[config.mk]
export PLATFORM = sky130hd
export DESIGN_NAME = css_scheduler
export DESIGN_NICKNAME = d
export VERILOG_FILES = /design/src/include/css_pkg.sv /design/src/design/css_match_unit.sv /design/src/design/css_scheduler.sv
export VERILOG_INCLUDE_DIRS = /design/src /design/src/include
export SDC_FILE = /design/constraint.sdc
export NUM_CORES = 1
export LEC_CHECK = 0
export ABC_AREA = 1
export BUFFER_PORTS_ARGS = -buffer_cell sky130_fd_sc_hd__buf_2
export CAP_MARGIN = 30
export CORE_AREA = 2 2 137 239
export CTS_CLUSTER_DIAMETER = 30
export DETAILED_ROUTE_END_ITERATION = 10
export DIE_AREA = 0 0 139 241
export HOLD_SLACK_MARGIN = 0.05
export PLACE_DENSITY = 0.88
export SETUP_SLACK_MARGIN = 0.2
export SYNTH_ARGS = -nofsm -noshare
export SYNTH_HDL_FRONTEND = slang
export SYNTH_SLANG_ARGS = --single-unit
[constraint.sdc]
create_clock -name clk -period 4.1 [get_ports clk]
set_clock_uncertainty 0.05 [all_clocks]
set_input_delay 0.615 -clock clk [delete_from_list [all_inputs] [get_ports clk]]
set_output_delay 0.615 -clock clk [all_outputs]
set_load 0.005 [all_outputs]
[src/include/css_consts.svh]
// Constants for the channel service scheduler
`ifndef CSS_CONSTS_SVH
`define CSS_CONSTS_SVH

`define CSS_NUM_CH      16
`define CSS_SLOTS       7
`define CSS_SLOT_LAST   3'h6
`define CSS_XFER_CLK    10
`define CSS_NOP_CLK     4
`define CSS_TIME_W      16
`define CSS_PRIO_OFF    2'h0
`define CSS_PRIO_LOW    2'h1
`define CSS_PRIO_MID    2'h2
`define CSS_PRIO_HIGH   2'h3

`endif

[src/include/css_pkg.sv]
// Types shared by the channel service scheduler files
package css_pkg;

  // Priority level, same coding as the channel priority field
  typedef enum logic [1:0] {
    CSS_OFF  = 2'h0,
    CSS_LOW  = 2'h1,
    CSS_MID  = 2'h2,
    CSS_HIGH = 2'h3
  } css_level_e;

  // Scheduler states, Gray along arbitrate-serve-nop-transition
  typedef enum logic [1:0] {
    CSS_ARB  = 2'h0,
    CSS_SERV = 2'h1,
    CSS_NOP  = 2'h3,
    CSS_XFER = 2'h2
  } css_state_e;

  // Pin transition set up in advance by the execution unit
  typedef struct packed {
    logic        valid;
    logic [3:0]  chan;
    logic [15:0] time_val;
    logic        level;
  } css_setup_s;

  // Grant handed to the execution unit
  typedef struct packed {
    logic       valid;
    logic [3:0] chan;
    css_level_e level;
  } css_grant_s;

endpackage

[src/design/css_match_unit.sv]
// Per-channel match hardware: pin transition and request on match
`timescale 1ns/100ps
`include "css_consts.svh"

module css_match_unit #(
  parameter int TIME_W = `CSS_TIME_W
) (
  input  wire logic              clk,
  input  wire logic              arst_n,
  input  wire logic [TIME_W-1:0] time_base,
  input  wire logic              arm,
  input  wire logic [TIME_W-1:0] arm_time,
  input  wire logic              arm_level,
  output logic                   pin,
  output logic                   match
);
  import css_pkg::*;

  logic              armed_q, armed_d;   // Transition pending
  logic [TIME_W-1:0] mtime_q, mtime_d;   // Programmed match time
  logic              mlvl_q,  mlvl_d;    // Level to drive at match
  logic              pin_q,   pin_d;     // Channel pin level
  logic              hit_q,   hit_d;     // One-cycle match pulse

  // Arm, compare and drive the pin independently of the execution unit
  always_comb begin
    armed_d = armed_q;
    mtime_d = mtime_q;
    mlvl_d  = mlvl_q;
    pin_d   = pin_q;
    hit_d   = 1'b0;
    if (armed_q && (time_base == mtime_q)) begin
      pin_d   = mlvl_q;
      hit_d   = 1'b1;
      armed_d = 1'b0;
    end
    if (arm) begin
      // New setup replaces any pending one
      armed_d = 1'b1;
      mtime_d = arm_time;
      mlvl_d  = arm_level;
    end
  end

  // State registers
  always_ff @(posedge clk or negedge arst_n) begin
    if (!arst_n) begin
      armed_q <= 1'b0;
      mtime_q <= '0;
      mlvl_q  <= 1'b0;
      pin_q   <= 1'b0;
      hit_q   <= 1'b0;
    end else begin
      armed_q <= armed_d;
      mtime_q <= mtime_d;
      mlvl_q  <= mlvl_d;
      pin_q   <= pin_d;
      hit_q   <= hit_d;
    end
  end

  assign pin   = pin_q;
  assign match = hit_q;

endmodule

[src/design/css_scheduler.sv]
// Channel service scheduler: slot sequence, passing and latches
`timescale 1ns/100ps
`include "css_consts.svh"

module css_scheduler #(
  parameter int NUM_CH = `CSS_NUM_CH,
  parameter int TIME_W = `CSS_TIME_W
) (
  input  wire logic                   clk,
  input  wire logic                   arst_n,
  input  wire logic [NUM_CH-1:0][1:0] chan_prio,
  input  wire logic [NUM_CH-1:0]      host_req,
  input  wire logic [TIME_W-1:0]      time_base,
  input  wire css_pkg::css_setup_s    setup,
  input  wire logic                   eu_done,
  output css_pkg::css_grant_s         grant,
  output logic [2:0]                  slot_pos,
  output logic                        busy,
  output logic [NUM_CH-1:0]           chan_pin,
  output logic [NUM_CH-1:0]           req_latch,
  output logic [NUM_CH-1:0]           grant_latch
);
  import css_pkg::*;

  // Refuse sizes the 4-bit channel number cannot serve
  if (NUM_CH < 1 || NUM_CH > 16) begin : g_bad_ch
    $error("NUM_CH must be 1 to 16");
  end
  if (TIME_W != 16) begin : g_bad_tw
    $error("TIME_W must match the 16-bit setup time");
  end

  localparam logic [3:0] XFER_LAST = 4'(`CSS_XFER_CLK - 1);
  localparam logic [3:0] NOP_LAST  = 4'(`CSS_NOP_CLK - 1);

  // Level of each position in the seven-slot sequence
  function automatic css_level_e slot_level(input logic [2:0] pos);
    case (pos)
      3'h0, 3'h2, 3'h4, 3'h6: slot_level = CSS_HIGH;
      3'h1, 3'h5:             slot_level = CSS_MID;
      3'h3:                   slot_level = CSS_LOW;
      default:                slot_level = CSS_HIGH;
    endcase
  endfunction

  // k-th level tried in a slot of level cur (k = 0 is the owner)
  function automatic css_level_e pass_level(input css_level_e cur,
                                            input logic [1:0] k);
    pass_level = cur;
    case (cur)
      CSS_HIGH: begin
        if (k == 2'h1) pass_level = CSS_MID;
        if (k == 2'h2) pass_level = CSS_LOW;
      end
      CSS_MID: begin
        if (k == 2'h1) pass_level = CSS_HIGH;
        if (k == 2'h2) pass_level = CSS_LOW;
      end
      CSS_LOW: begin
        if (k == 2'h1) pass_level = CSS_HIGH;
        if (k == 2'h2) pass_level = CSS_MID;
      end
      default: pass_level = cur;
    endcase
  endfunction

  // Channels whose priority field selects level lv
  function automatic logic [NUM_CH-1:0] level_mask(
      input logic [NUM_CH-1:0][1:0] prio, input css_level_e lv);
    level_mask = '0;
    for (int i = 0; i < NUM_CH; i++) begin
      // Field 00 never equals a live level
      level_mask[i] = (prio[i] == lv) && (lv != CSS_OFF);
    end
  endfunction

  // Index of the lowest set bit
  function automatic logic [3:0] lowest(input logic [NUM_CH-1:0] v);
    lowest = 4'h0;
    for (int i = NUM_CH - 1; i >= 0; i--) begin
      if (v[i]) lowest = 4'(i);
    end
  endfunction

  css_state_e         state_q, state_d;  // Scheduler state
  logic [2:0]         slot_q,  slot_d;   // Sequence position
  logic [3:0]         cnt_q,   cnt_d;    // Nop/transition counter
  logic [NUM_CH-1:0]  srl_q,   srl_d;    // service_request_latch
  logic [NUM_CH-1:0]  sgl_q,   sgl_d;    // service_grant_latch
  logic               gval_q,  gval_d;   // Grant pulse
  logic [3:0]         gch_q,   gch_d;    // Granted channel
  css_level_e         glv_q,   glv_d;    // Level of the granted channel
  logic               clr_q,   clr_d;    // Group clear pending

  logic [NUM_CH-1:0]  match_evt;         // Match pulses per channel
  logic [NUM_CH-1:0]  elig [3];          // Eligible sets per pass step
  logic [NUM_CH-1:0]  pend;              // Served level still pending
  css_level_e         try_lv [3];        // Levels in passing order

  // Per-channel match hardware, each free-running
  for (genvar c = 0; c < NUM_CH; c++) begin : g_ch
    css_match_unit #(
      .TIME_W    (TIME_W)
    ) u_match (
      .clk       (clk),
      .arst_n    (arst_n),
      .time_base (time_base),
      .arm       (setup.valid && (setup.chan == 4'(c))),
      .arm_time  (setup.time_val),
      .arm_level (setup.level),
      .pin       (chan_pin[c]),
      .match     (match_evt[c])
    );
  end

  // Eligible requesters for each level in passing order
  always_comb begin
    for (int k = 0; k < 3; k++) begin
      try_lv[k] = pass_level(slot_level(slot_q), 2'(k));
      // Request set, grant clear, channel enabled
      elig[k] = srl_q & ~sgl_q & level_mask(chan_prio, try_lv[k]);
    end
    pend = srl_q & ~sgl_q & level_mask(chan_prio, glv_q);
  end

  // Next-state logic of the scheduler
  always_comb begin
    state_d = state_q;
    slot_d  = slot_q;
    cnt_d   = cnt_q;
    gval_d  = 1'b0;
    gch_d   = gch_q;
    glv_d   = glv_q;
    clr_d   = clr_q;
    sgl_d   = sgl_q;
    srl_d   = srl_q;
    case (state_q)
      CSS_ARB: begin
        // Owner level first, then passed levels, same cycle
        if (elig[0] != '0 || elig[1] != '0 || elig[2] != '0) begin
          if (elig[0] != '0) begin
            gch_d = lowest(elig[0]);
            glv_d = try_lv[0];
          end else if (elig[1] != '0) begin
            gch_d = lowest(elig[1]);
            glv_d = try_lv[1];
          end else begin
            gch_d = lowest(elig[2]);
            glv_d = try_lv[2];
          end
          gval_d        = 1'b1;
          sgl_d[gch_d]  = 1'b1;
          srl_d[gch_d]  = 1'b0;
          slot_d  = (slot_q == `CSS_SLOT_LAST) ? 3'h0 : 3'(slot_q + 3'h1);
          state_d = CSS_SERV;
        end
        // No requester: slot position held
      end
      CSS_SERV: begin
        // One function state per slot, any length
        if (eu_done) begin
          if (pend == '0) begin
            state_d = CSS_NOP;
            cnt_d   = NOP_LAST;
          end else begin
            state_d = CSS_XFER;
            cnt_d   = XFER_LAST;
          end
        end
      end
      CSS_NOP: begin
        // Four-clock idle that clears the served level's grants
        if (cnt_q == 4'h0) begin
          sgl_d   = sgl_q & ~level_mask(chan_prio, glv_q);
          state_d = CSS_XFER;
          cnt_d   = XFER_LAST;
        end else begin
          cnt_d = 4'(cnt_q - 4'h1);
        end
      end
      CSS_XFER: begin
        // Ten-clock preparation before the next slot
        if (cnt_q == 4'h0) begin
          state_d = CSS_ARB;
        end else begin
          cnt_d = 4'(cnt_q - 4'h1);
        end
      end
      default: state_d = CSS_ARB;
    endcase
    clr_d = (state_d == CSS_NOP);
    // New requests win over a grant in the same cycle
    srl_d = srl_d | match_evt | host_req;
  end

  // Scheduler registers; reset starts at slot zero, latches clear
  always_ff @(posedge clk or negedge arst_n) begin
    if (!arst_n) begin
      state_q <= CSS_ARB;
      slot_q  <= 3'h0;
      cnt_q   <= 4'h0;
      srl_q   <= '0;
      sgl_q   <= '0;
      gval_q  <= 1'b0;
      gch_q   <= 4'h0;
      glv_q   <= CSS_OFF;
      clr_q   <= 1'b0;
    end else begin
      state_q <= state_d;
      slot_q  <= slot_d;
      cnt_q   <= cnt_d;
      srl_q   <= srl_d;
      sgl_q   <= sgl_d;
      gval_q  <= gval_d;
      gch_q   <= gch_d;
      glv_q   <= glv_d;
      clr_q   <= clr_d;
    end
  end

  // Outputs
  assign grant.valid = gval_q;
  assign grant.chan  = gch_q;
  assign grant.level = glv_q;
  assign slot_pos    = slot_q;
  assign busy        = (state_q != CSS_ARB) || clr_q;
  assign req_latch   = srl_q;
  assign grant_latch = sgl_q;

endmodule

# Word level (Yosys, flattened, before mapping)
# Cells that the tools add are included.
# op_classes
addsub,2
order_cmp,2
eq_ne,110
n_mux,126
bitwise_logic,13
n_reduce_logical,136
# ops
cell,count
$eq A16 B16 Y1,16
$mux W4,56
$eq A2 B2 Y1,64
$and A16 B16 Y16,7
$logic_and A1 B1 Y1,97
$mux W16,4
$mux W1,52
$not A16 Y16,3
$or A16 B16 Y16,3
$reduce_bool A16 Y1,3
$reduce_bool A2 Y1,22
$eq A4 B4 Y1 const B,8
$pmux W16 S2,1
$eq A4 B3 Y1 const B,4
$logic_not A16 Y1,1
$mux W2,6
$pmux W2 S2,3
$pmux W4 S3,1
$eq A2 B2 Y1 const B,5
$eq A4 B2 Y1 const B,2
$logic_not A4 Y1,2
$ne A2 B2 Y1 const B,4
$pmux W2 S4,1
$eq A3 B3 Y1 const B,2
16 further kinds,22
# word_totals
regBits,369
inputBits,89
out_inout_bits,59
elab_cells,478

# Logic depth before layout (Yosys ltp)
# depth
word_depth,39
depth_mapped,31
depth_no_buf,30

# Hierarchy
# From an unflattened synthesis, not the netlist that was laid out.
# unflattened
hier_cells,3209
area_unflattened_um2,21585.7
# modules_own_cells
module,n_inst,cells_each,area_per_inst_um2,seq_area_each_um2
css_match_unit,16,155,1053.5,500.5
css_scheduler,1,729,4729.5,1226.2

# Least setup slack after synthesis
# Ideal clock, no wire load.
# synth_path
kind,reg-to-reg
start,reg slot_q[1] (netlist: slot_pos[1])
end,reg srl_q[10] (netlist: req_latch[10])
setup_time_ns,0.117
arrival_ns,2.765
t_required_ns,3.933
slack_ns,1.167
path_stages_with_launch,20
path_buffers,3
synth_period_minus_slack_ns,2.933
cell_sequence,dfrtp_1 > nand2_1 > inv_1 > ha_1 > ha_1 > buf_6 > buf_6 > buf_8 > xor2_1 > o2111ai_1 > nand2_2 > nor4_4 > a21oi_1 > or2_1 > nand2_2 > nand3_4 > nor2_4 > nand4_1 > nand2_1 > nand2_1
# synth_between
elab_chain_cells,39
word_cells_on_any_way,182
cone_classes,2 x order compare; 54 x eq/ne; 59 x mux; 7 x bitwise; 60 x reduce/logical
# synth_rtl
element,line,rtl
"start, declared",css_scheduler.sv:86,"logic [2:0] slot_q, slot_d;"
"start signal, assigned",css_scheduler.sv:210,slot_q <= slot_d;
$eq A3 B1 Y1 or $eq A3 B3 Y1 (tied branches),css_scheduler.sv:38,case (pos)
$reduce_or A2 Y1,css_scheduler.sv:38,
$pmux W2 S2 (*),css_scheduler.sv:38,
$eq A2 B2 Y1 or $eq A2 B1 Y1 (tied branches),css_scheduler.sv:50,case (cur)
$reduce_or A2 Y1 (no source line),-,
$pmux W2 S2,css_scheduler.sv:50,
$eq A2 B2 Y1 or $reduce_bool A2 Y1 (tied branches),css_scheduler.sv:73,level_mask[i] = (prio[i] == lv) && (lv != CSS_OFF);
$logic_and A1 B1 Y1,css_scheduler.sv:73,
[23 not listed],-,
$mux W1 (not written as such),css_scheduler.sv:153,srl_d[gch_d] = 1'b0;
$demux W1 S4,css_scheduler.sv:153,
$not A16 Y16 (no source line),-,
$and A16 B16 Y16 (no source line),-,
$mux W16 (*),css_scheduler.sv:140,if (elig[0] != '0 || elig[1] != '0 || elig[2] != '0) begin
$mux W16 (*),css_scheduler.sv:137,case (state_q)
$or A16 B16 Y16 (*) (2 in series),css_scheduler.sv:193,srl_d = srl_d | match_evt | host_req;
named net srl_d[10],css_scheduler.sv:88,"logic [NUM_CH-1:0] srl_q, srl_d;"
"end signal, assigned",css_scheduler.sv:212,srl_q <= srl_d;
"end, declared",css_scheduler.sv:88,
# The timed path passes the listed nets; every way through them passes the cells marked *. The select of a mux whose other input is x is not followed.
# A chain may end at the register's enable or synchronous reset.

# Worst setup path after layout
# layout_path
start,reg slot_q[1] (netlist: slot_pos[1])
end,reg srl_q[12] (netlist: req_latch[12])
# The elaborated chain is that of the path after synthesis.

==> flow_metrics.env <==
export IMPL_status="complete, no violations"
export IMPL_drtAntennaViolNets=0
export IMPL_yosys_area_share_simple_pct=17.0
export IMPL_routedWlPerCell_microns=22.4
export IMPL_max_stage_delay_ns=0.43
export IMPL_holdCritStartpoint="host_req[7]"
export IMPL_fin_ws_ns=0.527
export IMPL_ff2ff_path_depth=29
export IMPL_h_tree_depth=2
export IMPL_path_class="flop to flop"
export IMPL_cts_tree="done"
export IMPL_syn_avg_cell_area_sq_um=8.64
export IMPL_drv_cap=0
export IMPL_min_to="req_latch[7]"
export IMPL_die_area_sq_mm=0.0335
export IMPL_p_switching_uw=5250
export IMPL_hpwl_microns=41300
export IMPL_worstPathMaxFanout=20
export IMPL_maxSlewHeadroom_pct=32.6
export IMPL_synth_seq_cells=369
export IMPL_drive_gt1_share_pct=13.1
export IMPL_grt_pass1_wl_microns=93200
export IMPL_slowest_stage="dfrtp_1"
export IMPL_area_delta_synth_final_pct=13.4
export IMPL_cts_buffers_inserted=42
export IMPL_r2r_slack_ns=0.53
export IMPL_synth_top_family_by_area="simple AND/OR/NAND/NOR gates"
export IMPL_coreArea_sq_mm=0.0314
export IMPL_powerDensity_mw_per_mm2=632
export IMPL_cts_buffer_depth=3
export IMPL_vias_per_cell=6.22
export IMPL_first_iter_violations=1690
export IMPL_port_buffers=147
export IMPL_dp_slack_ns=0.356
export IMPL_die_y_microns=241
export IMPL_grtUsageTotal_pct=36.2
export IMPL_r2r_start="slot_pos[1]"
export IMPL_netlist_area_sq_mm=0.0189
export IMPL_final_cell_mix="451 x nand2_1, 369 x dfrtp_1, 336 x o21ai_0"
export IMPL_start_util_pct=60.3
export IMPL_hold_viol=0
export IMPL_synthArstFlopShare_pct=100
export IMPL_yosys_top_cells_area="dfrtp_1 49%, xor2_1 11%, nand2_1 8.9%"
export IMPL_synth_top_area_share_pct=48.7
export IMPL_final_util_pct=68.4
export IMPL_synthMuxAreaShare_pct=0.713
export IMPL_p_int_uw=8330
export IMPL_final_max_slew_viol_count=0
export IMPL_clock_latency_ns=0.58
export IMPL_routabilityCongestion=0.996
export IMPL_synth_edf_count=0
export IMPL_synthAdderAreaFrac_pct=0.330
export IMPL_grt_setup_unrepaired="no"
export IMPL_wl_microns=60700
export IMPL_hp_class="input pin to flop"
export IMPL_clk_pin_slew_ns=0.06
export IMPL_rows=86
export IMPL_nets=2366
export IMPL_worstSetupEndpointType="flop"
export IMPL_route_detailed_drc=0
export IMPL_synth_compound_area_share_pct=14.0
export IMPL_power_leakage_uw=0.0107
export IMPL_io_pins=148
export IMPL_postSynthNetCount=2286
export IMPL_clockPowerShare_pct=29.9
export IMPL_holdPathStages=3
export IMPL_synth_xor_area_share_pct=12.2
export IMPL_finalCriticalPeriod_ns=3.57
export IMPL_arrival_ns=3.97
export IMPL_required_ns=4.49
export IMPL_antenna_found_initial=1
export IMPL_clk_root_buffer_cell="clkbuf_16"
export IMPL_die_w_microns=139
export IMPL_syn_inst=2192
export IMPL_netSwitchingFraction_pct=38.7
export IMPL_p_comb_share_pct=34.0
export IMPL_crit_top_cell="nand2_1"
export IMPL_synth_cell_types=50
export IMPL_grt_max_degree=93
export IMPL_vias=16800
export IMPL_fill_cells=2279
export IMPL_synthFlopType="dfrtp_1"
export IMPL_timing_fmax_ghz=0.280
export IMPL_fin_crit_sh_pct=87.2
export IMPL_cp_start_kind="flop"
export IMPL_r2r_end="req_latch[12]"
export IMPL_clock_sinks=369
export IMPL_ys_warn_count=0
export IMPL_seq_power_share_pct=36.2
export IMPL_dr_pass1_iters=8
export IMPL_synth_seq_area_share_pct=48.7
export IMPL_worst_pin_slew_ns=1.01
export IMPL_grt_pass1_vias=16800
export IMPL_timing_setup_tns_ns=0
export IMPL_layout_commonest_cell="nand2_1"
export IMPL_ir_worst_vdd_mv=0.450
export IMPL_setup_viol=0
export IMPL_grt_overflow=0
export IMPL_yosysTopAreaCell="dfrtp_1"
synthesized netlist by cell type, drive strengths merged, types with 3 or more instances:
master,instances
a211oi,10
a21oi,43
a221oi,7
a31oi,4
and2,3
buf,47
clkbuf,102
dfrtp,369
ha,5
inv,162
mux2,12
nand2,458
nand3,38
nand4,40
nor2,131
nor3,18
nor4,57
o2111ai,23
o211ai,7
o21a,4
o21ai,339
o22ai,36
xnor2,33
xor2,232
per-stage QoR:
| stage | hold WS (ns) | area (sq um) | cells | power [uW] |
|---|---|---|---|---|
| after global placement | 0.385 | 19700 | 2612 | 9230 |
| after detailed placement | 0.386 | 19800 | 2619 | 9390 |
| final | 0.192 | 21500 | 2704 | 13600 |
| after global routing | 0.201 | 21500 | 2702 | 14300 |
| after CTS | 0.184 | 21400 | 2698 | 13500 |
| after floorplan | 0.269 | 18900 | 2192 | 7970 |
registers in the layout, indices dropped and copies added, names as in the netlist:
name,count
g_ch.u_match.pin,16
gch_q,4
g_ch.u_match.match,16
slot_pos,3
g_ch.u_match.armed_q,16
state_q,2
cnt_q,4
req_latch,16
grant_latch,16
gval_q,1
g_ch.u_match.mlvl_q,16
clr_q,1
g_ch.u_match.mtime_q,256
glv_q,2
routing by layer:
layer  part of all wire (%)  global-route usage [%]  vias up
li1                       -                       -     7405
met1                     32                    39.1     8010
met2                     50                    63.8     1032
met3                    8.6                    5.83      369
met4                    8.9                    27.4        0
met5                      0                       0        -
critical path, delay by kind of cell (launching register included):
family        cells  cell delay (ns)
simple gates     22             1.76
buf+inv           4             0.53
fa+ha+maj         2             0.48
flops             1             0.43
xor+xnor          1             0.16
power groups by stage:
stage               Clock [uW]  Combinational [uW]  Sequential (uW)
CTS                       4070                4500             4900
finish                    4060                4610             4910
floorplan                    0                3130             4840
detailed placement           0                4450             4950
global route              4220                5080             4990
global placement             0                4330             4890
repair_timing:
item / CTS / global route
hold buffers: 1 / 0
gates resized for setup: 0 / 9
setup buffers: 0 / 2
endpoints found under the hold margin: 1 / 0
setup endpoints to repair: 0 / 11
cells by family (layout without fill, tap and decap cells):
logic type               count (synthesis)  after routing
AO/OA/AOI/OAI                          480            480
XOR/XNOR                               265            265
adder cells (fa/ha/maj)                  5              5
buffers and inverters                  312            426
flip-flops                             369            369
multiplexers                            12             12
other                                    0              2
AND/OR/NAND/NOR                        749            749
cell type report:
type                    count  area, sq um  area share, %
diodes                      2         5.00         0.0233
clock buffers              47         1100           5.12
clock inverters            31          423           1.97
inverters                 163          614           2.86
multi-input cells        1511         8420           39.2
flip-flops and latches    369         9230           43.0
well taps                 396          495           2.31
repair buffers            185         1200           5.57
worst max-delay path by stage:
stage                 from  slack (ns)            end  cells past startpoint
2_1_floorplan  slot_pos[1]        1.17  req_latch[10]                     19
3_3_place_gp   slot_pos[1]        0.36  req_latch[12]                     28
3_5_place_dp   slot_pos[1]        0.36   req_latch[8]                     21
4_1_cts        slot_pos[1]        0.31   req_latch[8]                     21
5_1_grt        slot_pos[1]        0.20   req_latch[8]                     29
6_report       slot_pos[1]        0.53  req_latch[12]                     29
Note: power is estimated with default switching activity, not from simulation.
